$ cat src/include/cpr_pkg.sv
// Constants for the clock, PLL and de-skew pattern configuration register bank
// Function
// - PLL register written at 08h, read back unchanged at 09h.
// - PLL bit 1 picks low bandwidth when clear, high bandwidth when set.
// - Writing one to PLL bit 0 restarts VCO calibration.
// - With PLL bit 0 clear, loss of lock starts calibration automatically.
// - Clock input register written at 0Ah, read back unchanged at 0Bh.
// - Clock bit 5 passes reference clock straight or inverted.
// - Clock bit 4 enables 100mV hysteresis for CMOS clocks.
// - Clock bit 3 enables 50mV hysteresis for CMOS clocks.
// - Clock bit 2 enables 20mV hysteresis for LVDS clocks.
// - 10mV hysteresis on by default; clock bit 1 turns it off.
// - Clock bit 0 disables every hysteresis setting.
// - Lower pattern register written at 10h, read back at 11h.
// - Lower pattern register gives pattern bits 7:0.
// - Bits 3:0 of upper pattern register at 12h give pattern bits 11:8.
// - Read of 13h returns value last written at 12h.
// - Training sequence 3 makes the serializer send the custom pattern.
package cpr_pkg;

    // Register addresses
    localparam logic [6:0] ADDR_PLL_CTRL     = 7'h08;
    localparam logic [6:0] ADDR_PLL_RB       = 7'h09;
    localparam logic [6:0] ADDR_CLK_HYST     = 7'h0a;
    localparam logic [6:0] ADDR_CLK_HYST_RB  = 7'h0b;
    localparam logic [6:0] ADDR_PAT_LOW      = 7'h10;
    localparam logic [6:0] ADDR_PAT_LOW_RB   = 7'h11;
    localparam logic [6:0] ADDR_PAT_HIGH     = 7'h12;
    localparam logic [6:0] ADDR_PAT_HIGH_RB  = 7'h13;

    // Reset value of every register
    localparam logic [7:0] REG_RESET         = 8'h00;

    // PLL register fields
    localparam int BIT_VCO_CAL_RESTART       = 0;
    localparam int BIT_PLL_HIGH_BW_SEL       = 1;

    // Clock input register fields
    localparam int BIT_ALL_HYST_DISABLE      = 0;
    localparam int BIT_DEFAULT_HYST_DISABLE  = 1;
    localparam int BIT_HYST_20MV_EN          = 2;
    localparam int BIT_HYST_50MV_EN          = 3;
    localparam int BIT_HYST_100MV_EN         = 4;
    localparam int BIT_REF_CLK_INVERT        = 5;

    // Upper pattern register holds pattern bits 11:8 in its low nibble
    localparam int PAT_HIGH_MSB              = 3;

    // Training sequence that selects the custom pattern
    localparam logic [1:0] TRAIN_SEQ_CUSTOM  = 2'h3;

    // Serial frame: one command byte (read flag, 7-bit address), one data byte
    localparam int BITS_PER_BYTE             = 8;
    localparam logic [2:0] BIT_CNT_LAST      = 3'h7;
    localparam int CMD_READ_BIT              = 7;

    // Synchroniser depth for pin inputs
    localparam int SYNC_STAGES               = 2;
    localparam int SYNC_WIDTH                = 4;

    typedef enum logic [1:0] {
        ST_IDLE,
        ST_CMD,
        ST_DATA
    } cpr_state_t;

endpackage

$ cat src/hdl/cpr_regs.sv
// Serial-port register bank for PLL, clock input and de-skew pattern setup
`timescale 1ns/1ps
module cpr_regs
    import cpr_pkg::*;
(
    // Clock, reset, enable
    input  wire logic        clk,
    input  wire logic        rst_n,
    input  wire logic        ce,
    // Serial control port pins
    input  wire logic        spiCsN,
    input  wire logic        spiSclk,
    input  wire logic        spiSdi,
    output logic             spiSdo,
    output logic             spiSdoOe,
    // Analog PLL status and control
    input  wire logic        pllLocked,
    output logic             pllHighBwSel,
    output logic             vcoCalStart,
    // Clock receiver control
    output logic             refClkInvert,
    output logic             hyst100mvEn,
    output logic             hyst50mvEn,
    output logic             hyst20mvEn,
    output logic             hyst10mvEn,
    // Serializer pattern
    input  wire logic [1:0]  trainSel,
    output logic [11:0]      customPattern,
    output logic             customPatternSel
);

    // Stored registers
    logic [7:0]        pllCtrlReg;
    logic [7:0]        clkHystReg;
    logic [7:0]        patLowReg;
    logic [7:0]        patHighReg;

    // Synchronised pins
    logic [SYNC_WIDTH-1:0] syncIn;
    logic [SYNC_WIDTH-1:0] syncStage1Reg;
    logic [SYNC_WIDTH-1:0] syncStage2Reg;
    logic              csNS;
    logic              sclkS;
    logic              sdiS;
    logic              lockS;
    logic              sclkPrevReg;
    logic              lockPrevReg;
    logic              sclkRise;
    logic              sclkFall;
    logic              lockLost;

    // Serial frame state
    cpr_state_t        stateReg;
    logic [2:0]        bitCntReg;
    logic [7:0]        rxShiftReg;
    logic [7:0]        txShiftReg;
    logic [6:0]        addrReg;
    logic              readReg;
    logic [7:0]        rxByte;
    logic              byteDone;
    logic              wrStrobe;
    logic [7:0]        wrData;

    function automatic logic isAddr(input logic [6:0] a, input logic [6:0] ref_a);
        isAddr = (a == ref_a);
    endfunction

    function automatic logic [7:0] readMux(input logic [6:0] a,
                                           input logic [7:0] pll,
                                           input logic [7:0] hyst,
                                           input logic [7:0] lo,
                                           input logic [7:0] hi);
        logic [7:0] v;
        v = 8'h00;
        if (isAddr(a, ADDR_PLL_RB))
            v = pll;
        if (isAddr(a, ADDR_CLK_HYST_RB))
            v = hyst;
        if (isAddr(a, ADDR_PAT_LOW_RB))
            v = lo;
        if (isAddr(a, ADDR_PAT_HIGH_RB))
            v = hi;
        readMux = v;
    endfunction

    // Pins arrive from the host's clock domain; two flops before any use
    assign syncIn = {pllLocked, spiSdi, spiSclk, spiCsN};

    genvar g;
    generate
        for (g = 0; g < SYNC_WIDTH; g = g + 1)
        begin : gen_sync
            always_ff @(posedge clk or negedge rst_n)
            begin
                if (!rst_n)
                begin
                    // Chip select starts deselected so no frame opens at reset release
                    syncStage1Reg[g] <= (g == 0);
                    syncStage2Reg[g] <= (g == 0);
                end
                else if (ce)
                begin
                    syncStage1Reg[g] <= syncIn[g];
                    syncStage2Reg[g] <= syncStage1Reg[g];
                end
            end
        end
    endgenerate

    assign csNS  = syncStage2Reg[0];
    assign sclkS = syncStage2Reg[1];
    assign sdiS  = syncStage2Reg[2];
    assign lockS = syncStage2Reg[3];

    // Edge detectors look only at the second synchroniser stage
    always_ff @(posedge clk or negedge rst_n)
    begin
        if (!rst_n)
        begin
            sclkPrevReg <= 1'b0;
            lockPrevReg <= 1'b0;
        end
        else if (ce)
        begin
            sclkPrevReg <= sclkS;
            lockPrevReg <= lockS;
        end
    end

    assign sclkRise = sclkS & ~sclkPrevReg;
    assign sclkFall = ~sclkS & sclkPrevReg;
    assign lockLost = lockPrevReg & ~lockS;

    assign rxByte   = {rxShiftReg[6:0], sdiS};
    assign byteDone = sclkRise && (bitCntReg == BIT_CNT_LAST);

    // Frame sequencer: command byte then data byte, MSB first
    always_ff @(posedge clk or negedge rst_n)
    begin
        if (!rst_n)
        begin
            stateReg   <= ST_IDLE;
            bitCntReg  <= 3'h0;
            rxShiftReg <= 8'h00;
            addrReg    <= 7'h00;
            readReg    <= 1'b0;
        end
        else if (ce)
        begin
            if (csNS)
            begin
                // Deselect aborts any partial frame; nothing is written
                stateReg  <= ST_IDLE;
                bitCntReg <= 3'h0;
            end
            else
            begin
                case (stateReg)
                    ST_IDLE:
                    begin
                        stateReg  <= ST_CMD;
                        bitCntReg <= 3'h0;
                    end
                    ST_CMD:
                    begin
                        if (sclkRise)
                        begin
                            rxShiftReg <= rxByte;
                            bitCntReg  <= bitCntReg + 3'h1;
                        end
                        if (byteDone)
                        begin
                            readReg  <= rxByte[CMD_READ_BIT];
                            addrReg  <= rxByte[6:0];
                            stateReg <= ST_DATA;
                        end
                    end
                    ST_DATA:
                    begin
                        if (sclkRise)
                        begin
                            rxShiftReg <= rxByte;
                            bitCntReg  <= bitCntReg + 3'h1;
                        end
                        // Further write bytes in the same frame repeat the same address; further read bytes shift out zeros
                    end
                    default:
                    begin
                        stateReg <= ST_IDLE;
                    end
                endcase
            end
        end
    end

    assign wrStrobe = ce && !csNS && (stateReg == ST_DATA) && byteDone && !readReg;
    assign wrData   = rxByte;

    // Register storage; writes to read-back or unmapped addresses are dropped
    always_ff @(posedge clk or negedge rst_n)
    begin
        if (!rst_n)
        begin
            pllCtrlReg <= REG_RESET;
            clkHystReg <= REG_RESET;
            patLowReg  <= REG_RESET;
            patHighReg <= REG_RESET;
        end
        else if (wrStrobe)
        begin
            // Reserved bits are stored as sent so read-back matches the write
            if (isAddr(addrReg, ADDR_PLL_CTRL))
                pllCtrlReg <= wrData;
            if (isAddr(addrReg, ADDR_CLK_HYST))
                clkHystReg <= wrData;
            if (isAddr(addrReg, ADDR_PAT_LOW))
                patLowReg  <= wrData;
            if (isAddr(addrReg, ADDR_PAT_HIGH))
                patHighReg <= wrData;
        end
    end

    // Read data: loaded after the command byte, shifted out on falling sclk
    always_ff @(posedge clk or negedge rst_n)
    begin
        if (!rst_n)
        begin
            txShiftReg <= 8'h00;
            spiSdo     <= 1'b0;
            spiSdoOe   <= 1'b0;
        end
        else if (ce)
        begin
            if (csNS)
            begin
                spiSdoOe <= 1'b0;
            end
            else if (stateReg == ST_CMD && byteDone)
            begin
                txShiftReg <= readMux(rxByte[6:0], pllCtrlReg, clkHystReg,
                                      patLowReg, patHighReg);
                spiSdoOe   <= rxByte[CMD_READ_BIT];
            end
            else if (stateReg == ST_DATA && sclkFall && readReg)
            begin
                spiSdo     <= txShiftReg[BITS_PER_BYTE-1];
                txShiftReg <= {txShiftReg[6:0], 1'b0};
            end
        end
    end

    // PLL control: a manual restart pulses on the write itself; lock loss
    // only triggers when manual restart is not held, so the two never fight
    always_ff @(posedge clk or negedge rst_n)
    begin
        if (!rst_n)
        begin
            vcoCalStart <= 1'b0;
        end
        else if (ce)
        begin
            vcoCalStart <= 1'b0;
            if (wrStrobe && isAddr(addrReg, ADDR_PLL_CTRL) && wrData[BIT_VCO_CAL_RESTART])
                vcoCalStart <= 1'b1;
            else if (lockLost && !pllCtrlReg[BIT_VCO_CAL_RESTART])
                vcoCalStart <= 1'b1;
        end
    end

    assign pllHighBwSel = pllCtrlReg[BIT_PLL_HIGH_BW_SEL];

    // Effective hysteresis enables, registered one cycle after the store
    always_ff @(posedge clk or negedge rst_n)
    begin
        if (!rst_n)
        begin
            refClkInvert <= 1'b0;
            hyst100mvEn  <= 1'b0;
            hyst50mvEn   <= 1'b0;
            hyst20mvEn   <= 1'b0;
            hyst10mvEn   <= 1'b1;
        end
        else if (ce)
        begin
            refClkInvert <= clkHystReg[BIT_REF_CLK_INVERT];
            hyst100mvEn  <= clkHystReg[BIT_HYST_100MV_EN]
                            && !clkHystReg[BIT_ALL_HYST_DISABLE];
            hyst50mvEn   <= clkHystReg[BIT_HYST_50MV_EN]
                            && !clkHystReg[BIT_ALL_HYST_DISABLE];
            hyst20mvEn   <= clkHystReg[BIT_HYST_20MV_EN]
                            && !clkHystReg[BIT_ALL_HYST_DISABLE];
            hyst10mvEn   <= !clkHystReg[BIT_DEFAULT_HYST_DISABLE]
                            && !clkHystReg[BIT_ALL_HYST_DISABLE];
        end
    end

    // Serializer pattern selection
    always_ff @(posedge clk or negedge rst_n)
    begin
        if (!rst_n)
            customPatternSel <= 1'b0;
        else if (ce)
            customPatternSel <= (trainSel == TRAIN_SEQ_CUSTOM);
    end

    assign customPattern = {patHighReg[PAT_HIGH_MSB:0], patLowReg};

endmodule

$ cat config.mk
export PLATFORM = sky130hd
export DESIGN_NAME = cpr_regs
export DESIGN_NICKNAME = d
export VERILOG_FILES = /design/src/include/cpr_pkg.sv /design/src/hdl/cpr_regs.sv
export SDC_FILE = /design/constraint.sdc
export NUM_CORES = 1
export LEC_CHECK = 0
export BUFFER_PORTS_ARGS = -buffer_cell sky130_fd_sc_hd__buf_2
export CORE_ASPECT_RATIO = 1.2
export CORE_UTILIZATION = 53
export DETAILED_ROUTE_END_ITERATION = 10
export GPL_ROUTABILITY_DRIVEN = 0
export MAX_ROUTING_LAYER = met4
export PLACE_DENSITY = 0.75
export SLEW_MARGIN = 10
export SYNTH_ARGS = -nofsm -noshare
export SYNTH_HDL_FRONTEND = slang
export SYNTH_SLANG_ARGS = --single-unit
$ cat constraint.sdc
create_clock -name clk -period 2.2 [get_ports clk]
set_input_delay 0 -clock clk [delete_from_list [all_inputs] [get_ports clk]]
set_output_delay 0 -clock clk [all_outputs]
set_load 0.05 [all_outputs]
# Word-level counts from Yosys, hierarchy flattened

Index checks and enable logic that the tools add are counted.

Flip-flop bits (word level): 79
Bits of input ports: 9
Output and inout bits: 22
Word-level logic and storage cells: 105

$add $sub $neg: 1
Equality and inequality tests: 15
Muxes and demuxes: 16
Bitwise operators: 8
Reductions and logical operators: 36

Operators by type and width:

| cell                | count |
|---|---|
| $mux 8              | 6 |
| $eq 7x4->1 const B  | 4 |
| $eq 7x5->1 const B  | 4 |
| $logic_and 1x1->1   | 15 |
| $reduce_and 4->1    | 3 |
| $reduce_and 2->1    | 5 |
| $reduce_and 3->1    | 3 |
| $mux 3              | 2 |
| $pmux 2 s3          | 1 |
| $pmux 3 s2          | 1 |
| $logic_not 1->1     | 5 |
| $not 1->1           | 5 |
| $eq 2x2->1 const B  | 2 |
| $mux 1              | 4 |
| $mux 2              | 2 |
| $reduce_bool 2->1   | 2 |
| $add 3x1->3 const B | 1 |
| $and 1x1->1         | 3 |
| $eq 3x3->1 const B  | 1 |
| $ne 3x1->1 const B  | 1 |
| $ne 3x3->1 const B  | 1 |
| $reduce_bool 3->1   | 1 |
| $eq 2x1->1 const B  | 1 |
| $logic_not 2->1     | 1 |
| 2 further kinds     | 2 |

# Longest topological paths before layout

Depth in word-level cells: 8
Gate-level depth with buffers: 7
Depth with buffers taken out: 6

# Least setup slack after synthesis

No wires, ideal clock.

Kind: flip-flop to flip-flop
Start: register stateReg[0]
End: register patHighReg[0]
Library setup time: 0.125 ns
Arrival: 2.232 ns
Data required time: 2.075 ns
Slack: -0.157 ns
Stages on the path, launching flop included: 7
Path buffers: 0
Period minus slack after synthesis: 2.357 ns
Cells stage by stage: dfrtp_1 -> inv_1 -> ha_1 -> or4b_1 -> or4_4 -> nor2_2 -> mux2_2

Word-level cells in the longest chain between the ends: 5

Ends and longest elaborated chain:

| item                            | line            | RTL |
|---|---|---|
| start: declaration              | cpr_regs.sv:53  | `cpr_state_t stateReg;` |
| start signal: assignment        | cpr_regs.sv:142 | `stateReg <= ST_IDLE;` |
| start signal: assignment        | cpr_regs.sv:153 | `stateReg <= ST_IDLE;` |
| start signal: assignment        | cpr_regs.sv:161 | `stateReg <= ST_CMD;` |
| $eq 2x2->1                      | cpr_regs.sv:196 | `assign wrStrobe = ce && !csNS && (stateReg == ST_DATA) && byteDone && !readReg;` |
| $logic_and 1x1->1 (3 in series) | cpr_regs.sv:196 |  |
| $reduce_and 2->1 (no line)      | -               |  |
| end signal: assignment          | cpr_regs.sv:219 | `patHighReg <= wrData;` |
| end: declaration                | cpr_regs.sv:36  | `logic [7:0] patHighReg;` |

No other way between the ends.
A chain may end at the register's enable or synchronous reset.

# Worst setup path after layout

Start: register stateReg[0]
End: register clkHystReg[2]

Word-level cells in the longest chain between the ends: 5

Ends and longest elaborated chain:

| item                            | line            | RTL |
|---|---|---|
| $eq 2x2->1                      | cpr_regs.sv:196 |  |
| $logic_and 1x1->1 (3 in series) | cpr_regs.sv:196 |  |
| $reduce_and 2->1 (no line)      | -               |  |
| end signal: assignment          | cpr_regs.sv:215 | `clkHystReg <= wrData;` |
| end: declaration                | cpr_regs.sv:34  | `logic [7:0] clkHystReg;` |

No other way between the ends.

==> qor.yml <==
cts-htree-levels: 3
yosysTopAreaCell: "dfrtp_1"
synth_area_leaders: "dfrtp_1 52%, mux2_2 16%, mux2_4 6.6%"
dieArea_sq_um: 7220
dpl.cell_count: 395
routed_wl_mm: 7.40
violations: "setup timing"
r2r-end: "clkHystReg[2]"
peakVddDrop_mv: 0.515
reg2reg_depth: 6
coreArea_sq_um: 6530
cts_buffers: 9
ys_top_cells_by_count: "76 x dfrtp_1, 52 x mux2_2, 16 x mux2_4, 16 x o21ai_0, 14 x inv_1"
power_density_nw_per_um2: 778
placed_cell_area_sq_um: 3950
synth-main-ff-cell: "dfrtp_1"
grt_first_pass_wirelength_mm: 12.2
clockBufferDepth: 2
grt_pass1_vias: 2372
internal_power_mw: 2.49
n_antenna_cell: 0
seqPwrFrac_pct: 47.7
vias: 2308
r2r-start: "stateReg[0]"
fin_area_sq_um: 4320
yosysMostFrequentCell: "dfrtp_1"
wl_per_cell_um: 17.6
finalCritPeriodShare_pct: 103
path_clk_slew_ps: 80
dp_slack_ps: -92.3
fin_cells: 420
vias_per_cell: 5.50
die_h_um: 92.9
p_switching_mw: 0.869
switching_share_pct: 25.9
syn-num-nets: 295
syn_to_final_growth_pct: 18.4
dr.pass1.iters: 4
yosysSeqAreaShare_pct: 54.3
grt_max_degree: 80
synthArstFlopShare_pct: 100
fmax_mhz: 440
mappedNetlistArea_sq_um: 3650
root_buffer: "clkbuf_8"
syn_avg_cell_area_sq_um: 13.0
worstPathMaxFanout: 8
setup_viol: 32
pwr-share-comb_pct: 14.4
synth_edf_count: 0
clock_latency_ps: 360
synth_cells: 281
grt_usage_pct: 23.6
hold_path.class: "primary input to flip-flop"
die_x_um: 77.7
remaining_drc_errors: 0
path_class: "flip-flop to flip-flop"
post-dp-hpwl_mm: 4.87
worstHoldPathCells: 3
max_slew_margin_pct: 35.1
rsz0062_at_grt: "true"
ios: 31
finalHoldViolations: 0
hold_end: "spiSdoOe"
rows: 32
worstHoldStart: "ce"
grt_overflow: 0
critPathRequiredTime_ps: 2440
cp-start-kind: "flip-flop"
crit_path_end_kind: "flip-flop"
min_period_ps: 2270
cts_tree: "built"
yosysWarningCount: 0
total_power_mw: 3.36
grt_antenna_before_repair: 0
first_iter_violations: 92
clockPowerShare_pct: 38.0
num-nets-final: 344
final_max_slew_viol_count: 0
drive_above_1_share_pct: 42.7
reg2reg_slack_ps: -70
fin_ws_ps: -71.9
tightest_slew_ps: 973
yosysTopAreaCellShare_pct: 52.1
initial_core_util_pct: 55.9
fin_skew_ps: 10.2
cts_sinks: 79
synth_seq_cells: 79
p_leak_nw: 2.09
io_buffers: 30
cp.arrival_ps: 2510
yosysUniqueCellTypes: 33
drv_cap: 0
postRouteAntennaNets: 0
status: "finished with violations"
## power groups by stage
stage                     registers, mW  clock network (mW)  logic (mW)
after global routing               1.61                1.36       0.529
final                              1.60                1.28       0.483
after global placement             1.63                   0       0.469
after floorplan                    1.64                   0       0.302
after CTS                          1.60                1.30       0.488
after detailed placement           1.63                   0       0.474
## cells by family (layout without fill, tap and decap cells)
kind of cell / after synthesis / after routing / share of synthesized area, %
and+or+nand+nor: 51 / 51 / 8.47
muxes: 80 / 80 / 25.9
AOI/OAI and AO/OA: 36 / 36 / 5.66
buffers and inverters: 30 / 84 / 3.94
adders and majority gates: 5 / 5 / 1.71
DFF: 79 / 79 / 54.3
## what timing repair did
item | CTS | global route
buffers inserted | 2 | 0
endpoints found under the hold margin | 81 | 0
endpoints found under the setup margin | 32 | 35
hold buffers | 7 | 0
resized for setup | 9 | 1
pin swaps | 1 | 1
## cell type report
class	count	area (sq um)
fill	486	2210
sequential	79	1980
multi-input combinational	172	1580
timing repair buffer	54	367
clock buffer	10	128
clock inverter	6	109
tap	85	106
inverter	14	52.6
## state kept, by name (all words and copies together), names as in the netlist, 2 cells and up
signal and flops:
addrReg 7, bitCntReg 3, clkHystReg 8, patHighReg 8, patLowReg 8, pllCtrlReg 8
rxShiftReg 7, stateReg 2, syncStage1Reg 4, txShiftReg 8
## worst max-delay path, stage by stage, from the launching register on
cell     delay, ps
dfrtp_1        400
inv_2           90
ha_4           130
or4b_4         460
or4_4          470
nor2_4         240
mux2_2         370
## cells in the final DEF (no fill, tap or decap), types with 4 or more instances in the layout
master / count
and2_1: 4
a21oi_1: 11
nor2_1: 13
buf_2: 29
nand3b_1: 5
nand2_1: 5
inv_1: 13
o21ai_0: 16
mux2i_1: 12
o221ai_1: 4
dlygate4sd3_1: 7
nand2b_1: 5
clkbuf_8: 9
mux2_2: 44
buf_4: 16
dfrtp_1: 76
mux2_4: 24
ha_1: 4
nand3_1: 4
## routing by layer
metal  wire length [um]  GRT usage [%]
met5                  0              -
met4                202           11.8
met2               3480           37.0
met3                189           3.84
met1               3530           29.7
## how the worst max path moves through the flow
stage,from,endpoint,slack (ps),depth (start not counted)
finish,stateReg[0],clkHystReg[2],-70,6
global route,stateReg[0],clkHystReg[0],-120,6
detailed placement,stateReg[0],patHighReg[6],-90,6
floorplan,stateReg[0],patHighReg[0],-20,6
CTS,stateReg[0],clkHystReg[2],-70,6
global placement,stateReg[0],patHighReg[3],-50,6
## through the flow
step,hold WS (ps),setup TNS (ps),utilization [%]
after floorplan,-296,-125,-
after global placement,216,-785,60.5
after detailed placement,222,-1880,60.5
after CTS,198,-1430,66.2
after global routing,226,-3160,66.2
final,217,-1770,66.2
(Power assumes the default switching activity.)
